$ cat config.mk
export PLATFORM = sky130hd
export DESIGN_NAME = pdi2c_target
export DESIGN_NICKNAME = d
export VERILOG_FILES = /design/src/hdl/pdi2c_pkg.sv /design/src/hdl/pdi2c_target.sv
export SDC_FILE = /design/constraint.sdc
export NUM_CORES = 1
export LEC_CHECK = 0
export BUFFER_PORTS_ARGS = -buffer_cell sky130_fd_sc_hd__buf_2
export CORE_MARGIN = 3
export CORE_UTILIZATION = 63
export DETAILED_ROUTE_END_ITERATION = 10
export HOLD_SLACK_MARGIN = 0.15
export PLACE_DENSITY = 0.88
export SLEW_MARGIN = 10
export SYNTH_ARGS = -nofsm -noshare
export SYNTH_HDL_FRONTEND = slang
export SYNTH_SLANG_ARGS = --single-unit
$ cat constraint.sdc
create_clock -name mclk_i -period 6.6 [get_ports mclk_i]
set_input_delay 1.32 -clock mclk_i [delete_from_list [all_inputs] [get_ports mclk_i]]
set_output_delay 1.32 -clock mclk_i [all_outputs]
set_load 0.01 [all_outputs]
$ cat src/hdl/pdi2c_pkg.sv
// Constants, states and carrier types of the power-delivery I2C target port.
// Assumes a single core clock well above the bus bit rate and a synchronous reset.
//
// Behaviour
// - Works at standard and fast mode bus rates by oversampling both lines.
// - SDA falling while SCL high is a start; then an address byte follows.
// - A matching address is acknowledged by holding SDA low in the ninth pulse.
// - One bit per pulse; SDA changes only while SCL is low.
// - SDA rising while SCL high is a stop and ends the transfer.
// - Any number of bytes; each byte has exactly one acknowledge slot.
// - The transmitter releases SDA before the acknowledge slot.
// - Every byte written to this target is acknowledged.
// - After a host NACK the target releases SDA and waits for stop or start.
// - The target holds SCL low while it cannot take or supply a byte.
// - Stretching may fall on any pulse and logic tolerates it.
// - Address is fixed at boot from two select pins before responding.
// - Select pins are sampled as static levels, not edges.
// - A loaded event mask gates events onto the active-low interrupt.
// - First written byte is the sub-address; later bytes are command data.

package pdi2c_pkg;

    // ==========================================================
    // Addressing
    // ==========================================================
    localparam logic [4:0] PDI2C_ADDR_BASE = 5'h0E;
    localparam int PDI2C_ADDR_SEL_LSB = 0;
    localparam int PDI2C_ADDR_BASE_LSB = 2;

    // ==========================================================
    // Timing
    // ==========================================================
    localparam int PDI2C_CLK_MHZ = 100;
    localparam int PDI2C_BOOT_NS = 100;
    localparam int PDI2C_BOOT_CYCLES = (PDI2C_BOOT_NS * PDI2C_CLK_MHZ + 999) / 1000;
    localparam int PDI2C_HOST_HIGH_US = 4;

    // ==========================================================
    // Sizes and reset values
    // ==========================================================
    localparam int PDI2C_EVENTS = 8;
    localparam int PDI2C_FIFO_DEPTH = 32;
    localparam logic [7:0] PDI2C_BYTE_RESET = 8'h00;
    localparam logic [2:0] PDI2C_LAST_BIT = 3'h7;

    // ==========================================================
    // Types
    // ==========================================================
    typedef enum logic [2:0] {
        PDI2C_IDLE,
        PDI2C_ADDR,
        PDI2C_ADDR_ACK,
        PDI2C_WR_BYTE,
        PDI2C_WR_PUSH,
        PDI2C_WR_ACK,
        PDI2C_RD_LOAD,
        PDI2C_RD_BYTE
    } pdi2c_state_type;

    typedef struct packed {
        logic is_sub;
        logic [7:0] data;
    } pdi2c_rx_type;

    localparam int PDI2C_RX_WIDTH = $bits(pdi2c_rx_type);

endpackage

$ cat src/hdl/pdi2c_target.sv
// Receive FIFO and the I2C target port of the power-delivery controller.
// Assumes SCL and SDA arrive asynchronously and are open-drain with external pull-ups.
`timescale 1ns/10ps

// ==========================================================
// Receive FIFO with registered output stage
// ==========================================================
module pdi2c_fifo #(
    parameter int WIDTH = 9,
    parameter int DEPTH = 32
) (
    input wire logic mclk_i,
    input wire logic rst_b_i,
    input wire logic in_valid_i,
    output logic in_ready_o,
    input wire logic [WIDTH-1:0] in_data_i,
    output logic out_valid_o,
    input wire logic out_ready_i,
    output logic [WIDTH-1:0] out_data_o
);
    localparam int AW = $clog2(DEPTH);

    logic [WIDTH-1:0] mem [DEPTH];
    logic [AW-1:0] wr_ptr;
    logic [AW-1:0] rd_ptr;
    logic [AW:0] count;

    wire full = (count == (AW+1)'(DEPTH));
    wire empty = (count == '0);
    wire push = in_valid_i && !full;
    wire pop = !empty && (!out_valid_o || out_ready_i);

    assign in_ready_o = !full;

    always_ff @(posedge mclk_i) begin
        if (push) begin
            mem[wr_ptr] <= in_data_i;
        end
    end

    always_ff @(posedge mclk_i) begin
        if (!rst_b_i) begin
            wr_ptr <= '0;
            rd_ptr <= '0;
            count <= '0;
            out_valid_o <= 1'b0;
            out_data_o <= '0;
        end else begin
            if (push) begin
                wr_ptr <= wr_ptr + 1'b1;
            end
            if (pop) begin
                rd_ptr <= rd_ptr + 1'b1;
                out_data_o <= mem[rd_ptr];
            end
            count <= count + (AW+1)'(push) - (AW+1)'(pop);
            if (pop) begin
                out_valid_o <= 1'b1;
            end else if (out_ready_i) begin
                out_valid_o <= 1'b0;
            end
        end
    end
endmodule

// ==========================================================
// I2C target port
// ==========================================================
module pdi2c_target (
    input wire logic mclk_i,
    input wire logic rst_b_i,
    input wire logic scl_i,
    output logic scl_o,
    output logic scl_oe_n_o,
    input wire logic sda_i,
    output logic sda_o,
    output logic sda_oe_n_o,
    input wire logic addr_select_pin_a,
    input wire logic addr_select_pin_b,
    output logic [6:0] own_addr_o,
    output logic addr_valid_o,
    output logic rx_valid_o,
    input wire logic rx_ready_i,
    output pdi2c_pkg::pdi2c_rx_type rx_data_o,
    input wire logic tx_valid_i,
    output logic tx_ready_o,
    input wire logic [7:0] tx_data_i,
    output logic stop_o,
    input wire logic [pdi2c_pkg::PDI2C_EVENTS-1:0] event_i,
    input wire logic [pdi2c_pkg::PDI2C_EVENTS-1:0] event_mask_i,
    input wire logic mask_load_i,
    output logic host_irq_n
);
    // ==========================================================
    // Synchronisers and line events
    // ==========================================================
    logic [1:0] scl_sync;
    logic [1:0] sda_sync;
    logic [1:0] pin_a_sync;
    logic [1:0] pin_b_sync;
    logic scl_q;
    logic sda_q;

    always_ff @(posedge mclk_i) begin
        if (!rst_b_i) begin
            scl_sync <= 2'h3;
            sda_sync <= 2'h3;
            pin_a_sync <= 2'h0;
            pin_b_sync <= 2'h0;
            scl_q <= 1'b1;
            sda_q <= 1'b1;
        end else begin
            scl_sync <= {scl_sync[0], scl_i};
            sda_sync <= {sda_sync[0], sda_i};
            pin_a_sync <= {pin_a_sync[0], addr_select_pin_a};
            pin_b_sync <= {pin_b_sync[0], addr_select_pin_b};
            scl_q <= scl_sync[1];
            sda_q <= sda_sync[1];
        end
    end

    // Oversampling at the core clock keeps edge decisions well inside fast-mode bit times.
    wire scl = scl_sync[1];
    wire sda = sda_sync[1];
    wire scl_rise = scl && !scl_q;
    wire scl_fall = !scl && scl_q;
    wire start_seen = scl && scl_q && sda_q && !sda;
    wire stop_seen = scl && scl_q && !sda_q && sda;

    // ==========================================================
    // Boot-time address capture
    // ==========================================================
    logic [3:0] boot_cnt;
    wire boot_done = (boot_cnt == 4'(pdi2c_pkg::PDI2C_BOOT_CYCLES));

    always_ff @(posedge mclk_i) begin
        if (!rst_b_i) begin
            boot_cnt <= 4'h0;
            addr_valid_o <= 1'b0;
            own_addr_o <= 7'h00;
        end else if (!addr_valid_o) begin
            if (boot_done) begin
                // Levels are taken once from the settled synchronisers; edges play no part.
                addr_valid_o <= 1'b1;
                own_addr_o <= {pdi2c_pkg::PDI2C_ADDR_BASE, pin_b_sync[1], pin_a_sync[1]};
            end else begin
                boot_cnt <= boot_cnt + 4'h1;
            end
        end
    end

    // ==========================================================
    // Protocol engine
    // ==========================================================
    pdi2c_pkg::pdi2c_state_type state;
    pdi2c_pkg::pdi2c_state_type next_state;
    logic [7:0] shift;
    logic [7:0] next_shift;
    logic [2:0] bit_cnt;
    logic [2:0] next_bit_cnt;
    logic first_byte;
    logic next_first_byte;
    logic next_sda_oe_n;
    logic next_scl_oe_n;
    logic nacked;
    logic next_nacked;
    logic skip_fall;
    logic next_skip_fall;

    wire fifo_in_ready;
    wire tx_take = tx_ready_o && tx_valid_i;
    wire addr_match = (shift[7:1] == own_addr_o);
    wire push_req = (state == pdi2c_pkg::PDI2C_WR_PUSH);
    wire push_ok = push_req && fifo_in_ready;
    wire next_tx_ready = (state == pdi2c_pkg::PDI2C_RD_LOAD) && !tx_take;
    pdi2c_pkg::pdi2c_rx_type rx_word;

    assign rx_word.is_sub = first_byte;
    assign rx_word.data = shift;

    always_comb begin
        next_state = state;
        next_shift = shift;
        next_bit_cnt = bit_cnt;
        next_first_byte = first_byte;
        next_sda_oe_n = sda_oe_n_o;
        next_scl_oe_n = scl_oe_n_o;
        next_nacked = nacked;
        next_skip_fall = skip_fall;
        if (stop_seen) begin
            next_state = pdi2c_pkg::PDI2C_IDLE;
            next_sda_oe_n = 1'b1;
            next_scl_oe_n = 1'b1;
        end else if (start_seen && addr_valid_o) begin
            // A start at any point abandons the byte in flight.
            next_state = pdi2c_pkg::PDI2C_ADDR;
            next_bit_cnt = 3'h0;
            // The SCL fall that closes the start carries no bit and is not counted.
            next_skip_fall = 1'b1;
            next_sda_oe_n = 1'b1;
            next_scl_oe_n = 1'b1;
        end else begin
            case (state)
                pdi2c_pkg::PDI2C_IDLE: begin
                    next_sda_oe_n = 1'b1;
                end
                pdi2c_pkg::PDI2C_ADDR, pdi2c_pkg::PDI2C_WR_BYTE: begin
                    if (scl_rise) begin
                        next_shift = {shift[6:0], sda};
                    end
                    if (scl_fall && skip_fall) begin
                        next_skip_fall = 1'b0;
                    end else if (scl_fall) begin
                        next_bit_cnt = bit_cnt + 3'h1;
                        if (bit_cnt == pdi2c_pkg::PDI2C_LAST_BIT) begin
                            if (state == pdi2c_pkg::PDI2C_WR_BYTE) begin
                                next_scl_oe_n = 1'b0;
                                next_state = pdi2c_pkg::PDI2C_WR_PUSH;
                            end else if (addr_match) begin
                                next_sda_oe_n = 1'b0;
                                next_state = pdi2c_pkg::PDI2C_ADDR_ACK;
                            end else begin
                                next_state = pdi2c_pkg::PDI2C_IDLE;
                            end
                        end
                    end
                end
                pdi2c_pkg::PDI2C_ADDR_ACK: begin
                    if (scl_fall) begin
                        next_sda_oe_n = 1'b1;
                        next_bit_cnt = 3'h0;
                        next_first_byte = 1'b1;
                        if (shift[0]) begin
                            next_scl_oe_n = 1'b0;
                            next_state = pdi2c_pkg::PDI2C_RD_LOAD;
                        end else begin
                            next_state = pdi2c_pkg::PDI2C_WR_BYTE;
                        end
                    end
                end
                pdi2c_pkg::PDI2C_WR_PUSH: begin
                    if (push_ok) begin
                        next_sda_oe_n = 1'b0;
                        next_scl_oe_n = 1'b1;
                        next_first_byte = 1'b0;
                        next_state = pdi2c_pkg::PDI2C_WR_ACK;
                    end
                end
                pdi2c_pkg::PDI2C_WR_ACK: begin
                    if (scl_fall) begin
                        next_sda_oe_n = 1'b1;
                        next_bit_cnt = 3'h0;
                        next_state = pdi2c_pkg::PDI2C_WR_BYTE;
                    end
                end
                pdi2c_pkg::PDI2C_RD_LOAD: begin
                    if (tx_take) begin
                        next_shift = tx_data_i;
                        next_sda_oe_n = tx_data_i[7];
                        next_bit_cnt = 3'h0;
                        next_nacked = 1'b0;
                        next_state = pdi2c_pkg::PDI2C_RD_BYTE;
                    end
                end
                pdi2c_pkg::PDI2C_RD_BYTE: begin
                    // SCL is let go one cycle after the first bit is set up on SDA.
                    next_scl_oe_n = 1'b1;
                    if (bit_cnt == 3'h0 && nacked) begin
                        // Ninth pulse: sample the host answer, SDA already released.
                        if (scl_fall) begin
                            next_state = pdi2c_pkg::PDI2C_RD_LOAD;
                            next_scl_oe_n = 1'b0;
                        end
                    end else if (scl_fall) begin
                        next_bit_cnt = bit_cnt + 3'h1;
                        next_shift = {shift[6:0], 1'b1};
                        if (bit_cnt == pdi2c_pkg::PDI2C_LAST_BIT) begin
                            next_sda_oe_n = 1'b1;
                            next_nacked = 1'b1;
                        end else begin
                            next_sda_oe_n = shift[6];
                        end
                    end else if (scl_rise && bit_cnt == 3'h0 && first_byte == 1'b0) begin
                        next_nacked = nacked;
                    end
                end
                default: begin
                    next_state = pdi2c_pkg::PDI2C_IDLE;
                end
            endcase
        end
    end

    // The acknowledge slot of a read is watched here; a high SDA is a NACK.
    logic ack_wait;
    wire ack_slot_rise = (state == pdi2c_pkg::PDI2C_RD_BYTE) && nacked && scl_rise;

    always_ff @(posedge mclk_i) begin
        if (!rst_b_i) begin
            ack_wait <= 1'b0;
        end else if (ack_slot_rise) begin
            ack_wait <= sda;
        end else if (state != pdi2c_pkg::PDI2C_RD_BYTE) begin
            ack_wait <= 1'b0;
        end
    end

    wire host_nack = ack_wait && (state == pdi2c_pkg::PDI2C_RD_BYTE) && nacked && scl_fall;

    always_ff @(posedge mclk_i) begin
        if (!rst_b_i) begin
            state <= pdi2c_pkg::PDI2C_IDLE;
            shift <= pdi2c_pkg::PDI2C_BYTE_RESET;
            bit_cnt <= 3'h0;
            first_byte <= 1'b0;
            nacked <= 1'b0;
            skip_fall <= 1'b0;
            sda_oe_n_o <= 1'b1;
            scl_oe_n_o <= 1'b1;
            tx_ready_o <= 1'b0;
            stop_o <= 1'b0;
        end else begin
            // After a host NACK the line stays released until stop or start.
            state <= (host_nack && !stop_seen && !start_seen) ? pdi2c_pkg::PDI2C_IDLE : next_state;
            scl_oe_n_o <= (host_nack && !start_seen) ? 1'b1 : next_scl_oe_n;
            shift <= next_shift;
            bit_cnt <= next_bit_cnt;
            first_byte <= next_first_byte;
            nacked <= next_nacked;
            skip_fall <= next_skip_fall;
            sda_oe_n_o <= next_sda_oe_n;
            tx_ready_o <= next_tx_ready;
            stop_o <= stop_seen && (state != pdi2c_pkg::PDI2C_IDLE);
        end
    end

    // Both pins only ever pull low.
    always_ff @(posedge mclk_i) begin
        scl_o <= 1'b0;
        sda_o <= 1'b0;
    end

    // ==========================================================
    // Receive buffer
    // ==========================================================
    pdi2c_fifo #(
        .WIDTH(pdi2c_pkg::PDI2C_RX_WIDTH),
        .DEPTH(pdi2c_pkg::PDI2C_FIFO_DEPTH)
    ) u_rx_fifo (
        .mclk_i(mclk_i),
        .rst_b_i(rst_b_i),
        .in_valid_i(push_req),
        .in_ready_o(fifo_in_ready),
        .in_data_i(rx_word),
        .out_valid_o(rx_valid_o),
        .out_ready_i(rx_ready_i),
        .out_data_o(rx_data_o)
    );

    // ==========================================================
    // Host interrupt
    // ==========================================================
    logic [pdi2c_pkg::PDI2C_EVENTS-1:0] irq_mask;

    always_ff @(posedge mclk_i) begin
        if (!rst_b_i) begin
            irq_mask <= '0;
            host_irq_n <= 1'b1;
        end else begin
            if (mask_load_i) begin
                irq_mask <= event_mask_i;
            end
            host_irq_n <= ~|(event_i & irq_mask);
        end
    end
endmodule

==> impl_metrics.py, run 1 <==
metrics = {
    "worst_setup_path": {
        "slowest_stage": "dfxtp_2",
        "crit_chain": "buf_4, mux4_1, a22o_1, or4_1, a22o_1",
        "worstPathRequired_ns": 7.02,
        "worst-path-buf-inv": 1,
        "crit_type": "register to register",
        "start_kind": "register",
        "cp_top_family": "flip-flops",
        "cp-end-kind": "register",
        "arrival_ns": 3.57,
        "cp_common_cell": "a22o_1",
        "cp_max_fo": 27,
        "critPathMaxStageDelay_ns": 0.85,
    },
    "layout": {
        "fin_cells": 1305,
        "area_delta_synth_final_pct": 10.96,
        "final_nets": 1048,
        "drive_gt1_share_pct": 16.76,
        "antenna_cells": 0,
    },
    "sta": {
        "finalCritPeriodShare_pct": 47.71,
        "drv_slew": 0,
        "fin_worst_skew_ns": 0.01645,
        "timing.fmax_ghz": 0.3176,
        "period_needed_ns": 3.149,
        "fin_setup_tns_ns": 0,
        "final-setup-viol-count": 0,
        "tightest_slew_ns": 0.9969,
        "hold_violations": 0,
        "relSlewSlack_pct": 33.29,
        "rsz0062_at_grt": "no",
        "whs_ns": 0.4061,
    },
    "place": {
        "dpl.hpwl_mm": 18.31,
        "place_inst": 1242,
        "gp_congestion": 0.9464,
        "port_buffers": 53,
    },
    "clocking": {
        "cts_sinks": 363,
        "cts-htree-levels": 2,
        "cts.path.max_buffers": 3,
        "ctsHoldBuffers": 0,
        "postCtsSetupBuffers": 0,
        "cts_resized": 0,
        "cts_tree": "built",
        "numCtsBuffers": 36,
        "path_clk_slew_ns": 0.06,
        "clock-root-buffer": "clkbuf_16",
        "clk_latency_ns": 0.53,
    },
    "global_routing": {
        "grt_pass1_vias": 8282,
        "grt_max_degree": 50,
        "grt.total_usage_pct": 25.43,
        "gr-total-overflow": 0,
        "grt_pass1_wl_mm": 48.05,
        "grt_antenna_before_repair": 0,
    },
    "floorplan": {
        "coreArea_um2": 22710,
        "io-pin-count": 58,
        "start_util_pct": 64.39,
        "placementRows": 55,
        "die-area_um2": 25070,
        "fp.dieH_um": 158.3,
        "die_width_um": 158.3,
    },
    "logic_synthesis": {
        "avgSynthCellArea_um2": 15.54,
        "yosysMostFrequentCell": "edfxtp_1",
        "synth_common_cells": "288 x edfxtp_1, 94 x nor2_1, 75 x dfxtp_1, 69 x mux2i_1, 44 x mux4_2",
        "synthesis.area_um2": 14620,
        "postSynthCellCount": 941,
        "ys_ff_latch": 363,
        "yosys.area.top_type": "edfxtp_1",
        "ys_seq_area_share_pct": 69.42,
        "yosys.area.top_type_share_pct": 59.15,
        "yosysWarnings": 0,
        "ys.flop_type": "edfxtp_1",
        "ys_async_sr_fraction_pct": 0,
        "ys_top_cells_by_area": "edfxtp_1 59%, dfxtp_1 10%, mux4_2 6.8%",
        "yosys.cell_types.count": 60,
        "synth_edf_count": 288,
    },
    "pwr": {
        "intPower_mw": 4.017,
        "power_mw": 5.317,
        "power_switching_mw": 1.301,
        "clkPwrFrac_pct": 37.0,
        "power.leakage_nw": 5.492,
        "powerDensity_nw_per_um2": 327.7,
        "seq_power_share_pct": 48.7,
        "p_sw_share_pct": 24.46,
        "ir_worst_vdd_v": 0.0002420,
        "combPwrFrac_pct": 14.3,
    },
    "status": {
        "status": "finished, final reports clean",
    },
    "flow_run": {
        "maxCapViolCount": 0,
    },
    "drt": {
        "ant_nets": 0,
        "drt_iter0_drc": 906,
        "drc": 0,
        "totalWireLength_mm": 31.09,
        "viasPerCell": 6.457,
        "routedWlPerCell_um": 23.82,
        "first_pass_iters": 5,
        "vias": 8427,
    },
    "worst_hold_path": {
        "hold_path_class": "register to register",
    },
}
[kinds of logic after synthesis]
kind of cell,Yosys count,synth area share [%]
adders and majority gates,20,1.763
buffers and inverters,76,2.413
DFF,363,69.42
AOI/OAI and AO/OA,139,6.666
other,1,0.02565
xor gates and xnor gates,16,0.9584
and+or+nand+nor,212,7.077
muxes,114,11.68
[flip-flops by register name, indices dropped and copies added, names as in the netlist, 2 cells and up, named ones only]
| name | count |
|---|---|
| u_rx_fifo.mem | 288 |
| u_rx_fifo.out_data_o | 9 |
| irq_mask | 8 |
| shift | 8 |
| u_rx_fifo.count | 6 |
| u_rx_fifo.rd_ptr | 5 |
| u_rx_fifo.wr_ptr | 5 |
| boot_cnt | 4 |
| bit_cnt | 3 |
| own_addr_o | 3 |
| pin_a_sync | 2 |
| pin_b_sync | 2 |
| scl_sync | 2 |
| sda_sync | 2 |
| state | 2 |
[area by class of cell]
type                       instances  area, um^2
clock buffer                      48        1001
tap                              285       356.6
sequential                       363       10160
clock inverter                    15       131.4
fill                            1370        6485
timing repair buffer              66       362.8
multi-input combinational        505        4130
inverter                          23       86.33
[cell usage in the layout (no fill, tap or decap), types with 4 or more instances in the layout]
master,synthesis,final
edfxtp_1,288,288
o22ai_1,23,23
nand4_1,7,7
nor4_1,4,4
o21ai_0,20,20
a311oi_1,7,7
buf_2,11,53
dfxtp_1,75,72
a211oi_1,14,14
a21oi_1,21,21
nor2_1,94,94
xor2_1,10,10
mux2i_1,69,69
conb_1,1,4
nand3b_1,8,8
clkbuf_1,23,7
nor2b_1,8,8
or4_1,10,10
buf_4,8,13
inv_1,23,23
clkinv_1,0,6
nor3_1,9,9
nand2b_1,9,9
xnor2_1,6,6
a22oi_1,14,14
nand2_1,33,33
ha_1,19,19
nand3_1,9,9
clkbuf_16,0,37
and2_1,6,6
mux4_2,44,44
a22o_1,18,18
[power by group through the flow]
stage	Clock [mW]	Sequential, mW	Combinational, mW
floorplan	0	2.58	0.624
global placement	0	2.63	0.726
detailed placement	0	2.64	0.755
CTS	1.99	2.59	0.763
global route	2.07	2.60	0.830
finish	1.97	2.59	0.761
[layer usage]
layer	up-vias	wire [um]	GRT usage, %
li1	3746	-	-
met1	4116	12130	35.20
met2	479	15200	40.68
met3	86	2614	4.675
met4	0	1144	10.32
met5	-	0	0
[stage by stage]
step / instance area, um^2 / util [%] / worst slack (ns)
after floorplan: 14630 / - / 3.260
after global placement: 15090 / 66.45 / 3.019
after detailed placement: 15090 / 66.45 / 2.968
after CTS: 16220 / 71.44 / 3.423
after global routing: 16220 / 71.44 / 3.246
final: 16220 / 71.44 / 3.451
[worst paths after layout]
path                                     startpoint                       to  slack (ns)  cells after the start
worst max-delay path            u_rx_fifo.rd_ptr[1]  u_rx_fifo.out_data_o[1]        3.45                      5
worst max register to register  u_rx_fifo.rd_ptr[1]  u_rx_fifo.out_data_o[1]        3.45                      5
worst min-delay path                    sda_sync[0]              sda_sync[1]        0.41                      1
worst min register to register          sda_sync[0]              sda_sync[1]        0.41                      1
Note: power is estimated with default switching activity, not from simulation.
==> run 2: changes to the inputs <==
- CORE_UTILIZATION: 63 -> 61
- PLACE_DENSITY: 0.88 -> 0.86
- clock period: 6.6 -> 3.2 ns (I/O delays scaled with it)
==> run 2 against run 1 <==
  * Routed wire length is 3.3% higher
  * Global-route usage hardly changed
  * Power is 110% higher
  * Via count is 2.3% higher
  * Count of clock-buffer cells in the layout is 2 lower
  * Clock power is 110% higher
  * Core utilization is 1.7 points lower
  * Hold slack worse by 0.098 ns
  * Die area is 3.2% higher
  * Non-clock buffer count is 14 higher
  * Critical path type unchanged
  * Largest cell class unchanged
==> impl_metrics.py, run 2 (synthesis gave the netlist of run 1 again) <==
metrics = {
    "pwr": {
        "power_mw": 11.09,
        "power_switching_mw": 2.756,
        "powerDensity_nw_per_um2": 675.6,
        "clkPwrFrac_pct": 36.8,
        "ir_worst_vdd_v": 0.0004621,
        "power.leakage_nw": 5.571,
        "seq_power_share_pct": 47.9,
        "intPower_mw": 8.338,
        "p_sw_share_pct": 24.85,
        "combPwrFrac_pct": 15.2,
    },
    "status": {
        "status": "finished, final reports clean",
    },
    "drt": {
        "drt_iter0_drc": 822,
        "drc": 0,
        "ant_nets": 0,
        "first_pass_iters": 6,
        "viasPerCell": 6.358,
        "vias": 8622,
        "totalWireLength_mm": 32.12,
        "routedWlPerCell_um": 23.69,
    },
    "layout": {
        "top_register": "u_rx_fifo.mem",
        "final_nets": 1062,
        "top_regs": "u_rx_fifo.mem x288, u_rx_fifo.out_data_o x9",
        "fin_cells": 1356,
        "area_delta_synth_final_pct": 12.30,
        "final_cell_mix": "288 x edfxtp_1, 94 x nor2_1, 73 x dfxtp_1, 69 x mux2i_1, 53 x buf_2",
        "final_common_cell": "edfxtp_1",
        "final_core_util_pct": 69.75,
        "drive_gt1_share_pct": 17.94,
        "antenna_cells": 0,
        "fill_cells": 1505,
        "largest_reg_flops": 288,
    },
    "sta": {
        "final-setup-viol-count": 0,
        "timing.fmax_ghz": 0.3646,
        "period_needed_ns": 2.743,
        "hold_violations": 0,
        "finalCritPeriodShare_pct": 85.70,
        "relSlewSlack_pct": 42.66,
        "tightest_slew_ns": 0.8583,
        "drv_slew": 0,
        "rsz0062_at_grt": "no",
        "fin_worst_skew_ns": 0.02471,
        "fin_setup_tns_ns": 0,
    },
    "place": {
        "port_buffers": 53,
        "place_inst": 1290,
        "dpl.hpwl_mm": 20.00,
        "gp_congestion": 0.9666,
    },
    "floorplan": {
        "fp.dieH_um": 160.8,
        "coreArea_um2": 23540,
        "die_width_um": 160.8,
        "die-area_um2": 25860,
        "start_util_pct": 62.11,
        "io-pin-count": 58,
        "placementRows": 56,
    },
    "clocking": {
        "clk_latency_ns": 0.52,
        "cts_sinks": 363,
        "ctsHoldBuffers": 0,
        "postCtsSetupBuffers": 0,
        "clock-root-buffer": "clkbuf_16",
        "cts.path.max_buffers": 3,
        "cts_tree": "built",
        "path_clk_slew_ns": 0.06,
        "cts_resized": 0,
        "numCtsBuffers": 36,
        "cts-htree-levels": 2,
    },
    "global_routing": {
        "grt_max_degree": 50,
        "grt_pass1_wl_mm": 50.43,
        "grt_pass1_vias": 8512,
        "grt_antenna_before_repair": 0,
        "gr-total-overflow": 0,
        "grt.total_usage_pct": 25.39,
    },
    "worst_setup_path": {
        "cp_max_fo": 9,
        "crit_type": "register to register",
        "cp-end-kind": "register",
        "arrival_ns": 2.88,
        "worstPathRequired_ns": 3.34,
        "start_kind": "register",
    },
    "flow_run": {
        "maxCapViolCount": 0,
    },
    "worst_hold_path": {
        "hold_path_class": "input pin to register",
    },
}
## run 2: critical path, stage by stage (launching register included)
cell,delay (ns)
dfxtp_1,0.34
inv_1,0.07
ha_1,0.21
nor4bb_1,0.18
nor4_2,0.21
buf_4,0.23
nand2_1,0.34
nor2_1,0.77
## run 2: power by group through the flow
stage	clock, mW	sequential [mW]	combinational (mW)
2_1_floorplan	0	5.32	1.29
3_3_place_gp	0	5.41	1.61
3_5_place_dp	0	5.42	1.66
4_1_cts	4.12	5.32	1.68
5_1_grt	4.31	5.34	1.82
6_report	4.09	5.32	1.69
## run 2: cell type report
cell class	instances	area, um^2	share of cell area (%)
Clock inverter	20	166.4	1.013
Multi-Input combinational cell	505	4130	25.15
Sequential cell	363	10150	61.84
Timing Repair Buffer	80	493.0	3.002
Inverter	23	86.33	0.5258
Tap cell	319	399.1	2.431
Clock buffer	46	991.0	6.035
## run 2: routing by layer
layer / share of wire, % / track usage, % / vias up / routed length [um]
met5: 0 / 0 / - / 0
met4: 2.6 / 7.783 / 0 / 834
met3: 8.7 / 4.230 / 61 / 2793
met2: 49 / 41.62 / 513 / 15860
met1: 39 / 35.62 / 4268 / 12630
li1: - / - / 3780 / -
## run 2: through the flow
| step | setup WS (ns) | hold slack (ns) | area, um^2 |
|---|---|---|---|
| after floorplan | 0.5396 | 0.3863 | 14630 |
| after global placement | 0.5724 | 0.3898 | 15260 |
| after detailed placement | 0.4935 | 0.3971 | 15260 |
| after CTS | 0.4786 | 0.2920 | 16420 |
| after global routing | 0.3294 | 0.3184 | 16420 |
| final | 0.4575 | 0.3080 | 16420 |
## run 2: final timing paths
path / slack, ns / endpoint / startpoint / cells after the start
setup / recovery: 0.46 / u_rx_fifo.mem[16][1] / u_rx_fifo.count[2] / 7
setup reg to reg: 0.46 / u_rx_fifo.mem[16][1] / u_rx_fifo.count[2] / 7
hold reg to reg: 0.42 / sda_sync[1] / sda_sync[0] / 1
hold / removal: 0.31 / scl_sync[0] / scl_i / 2
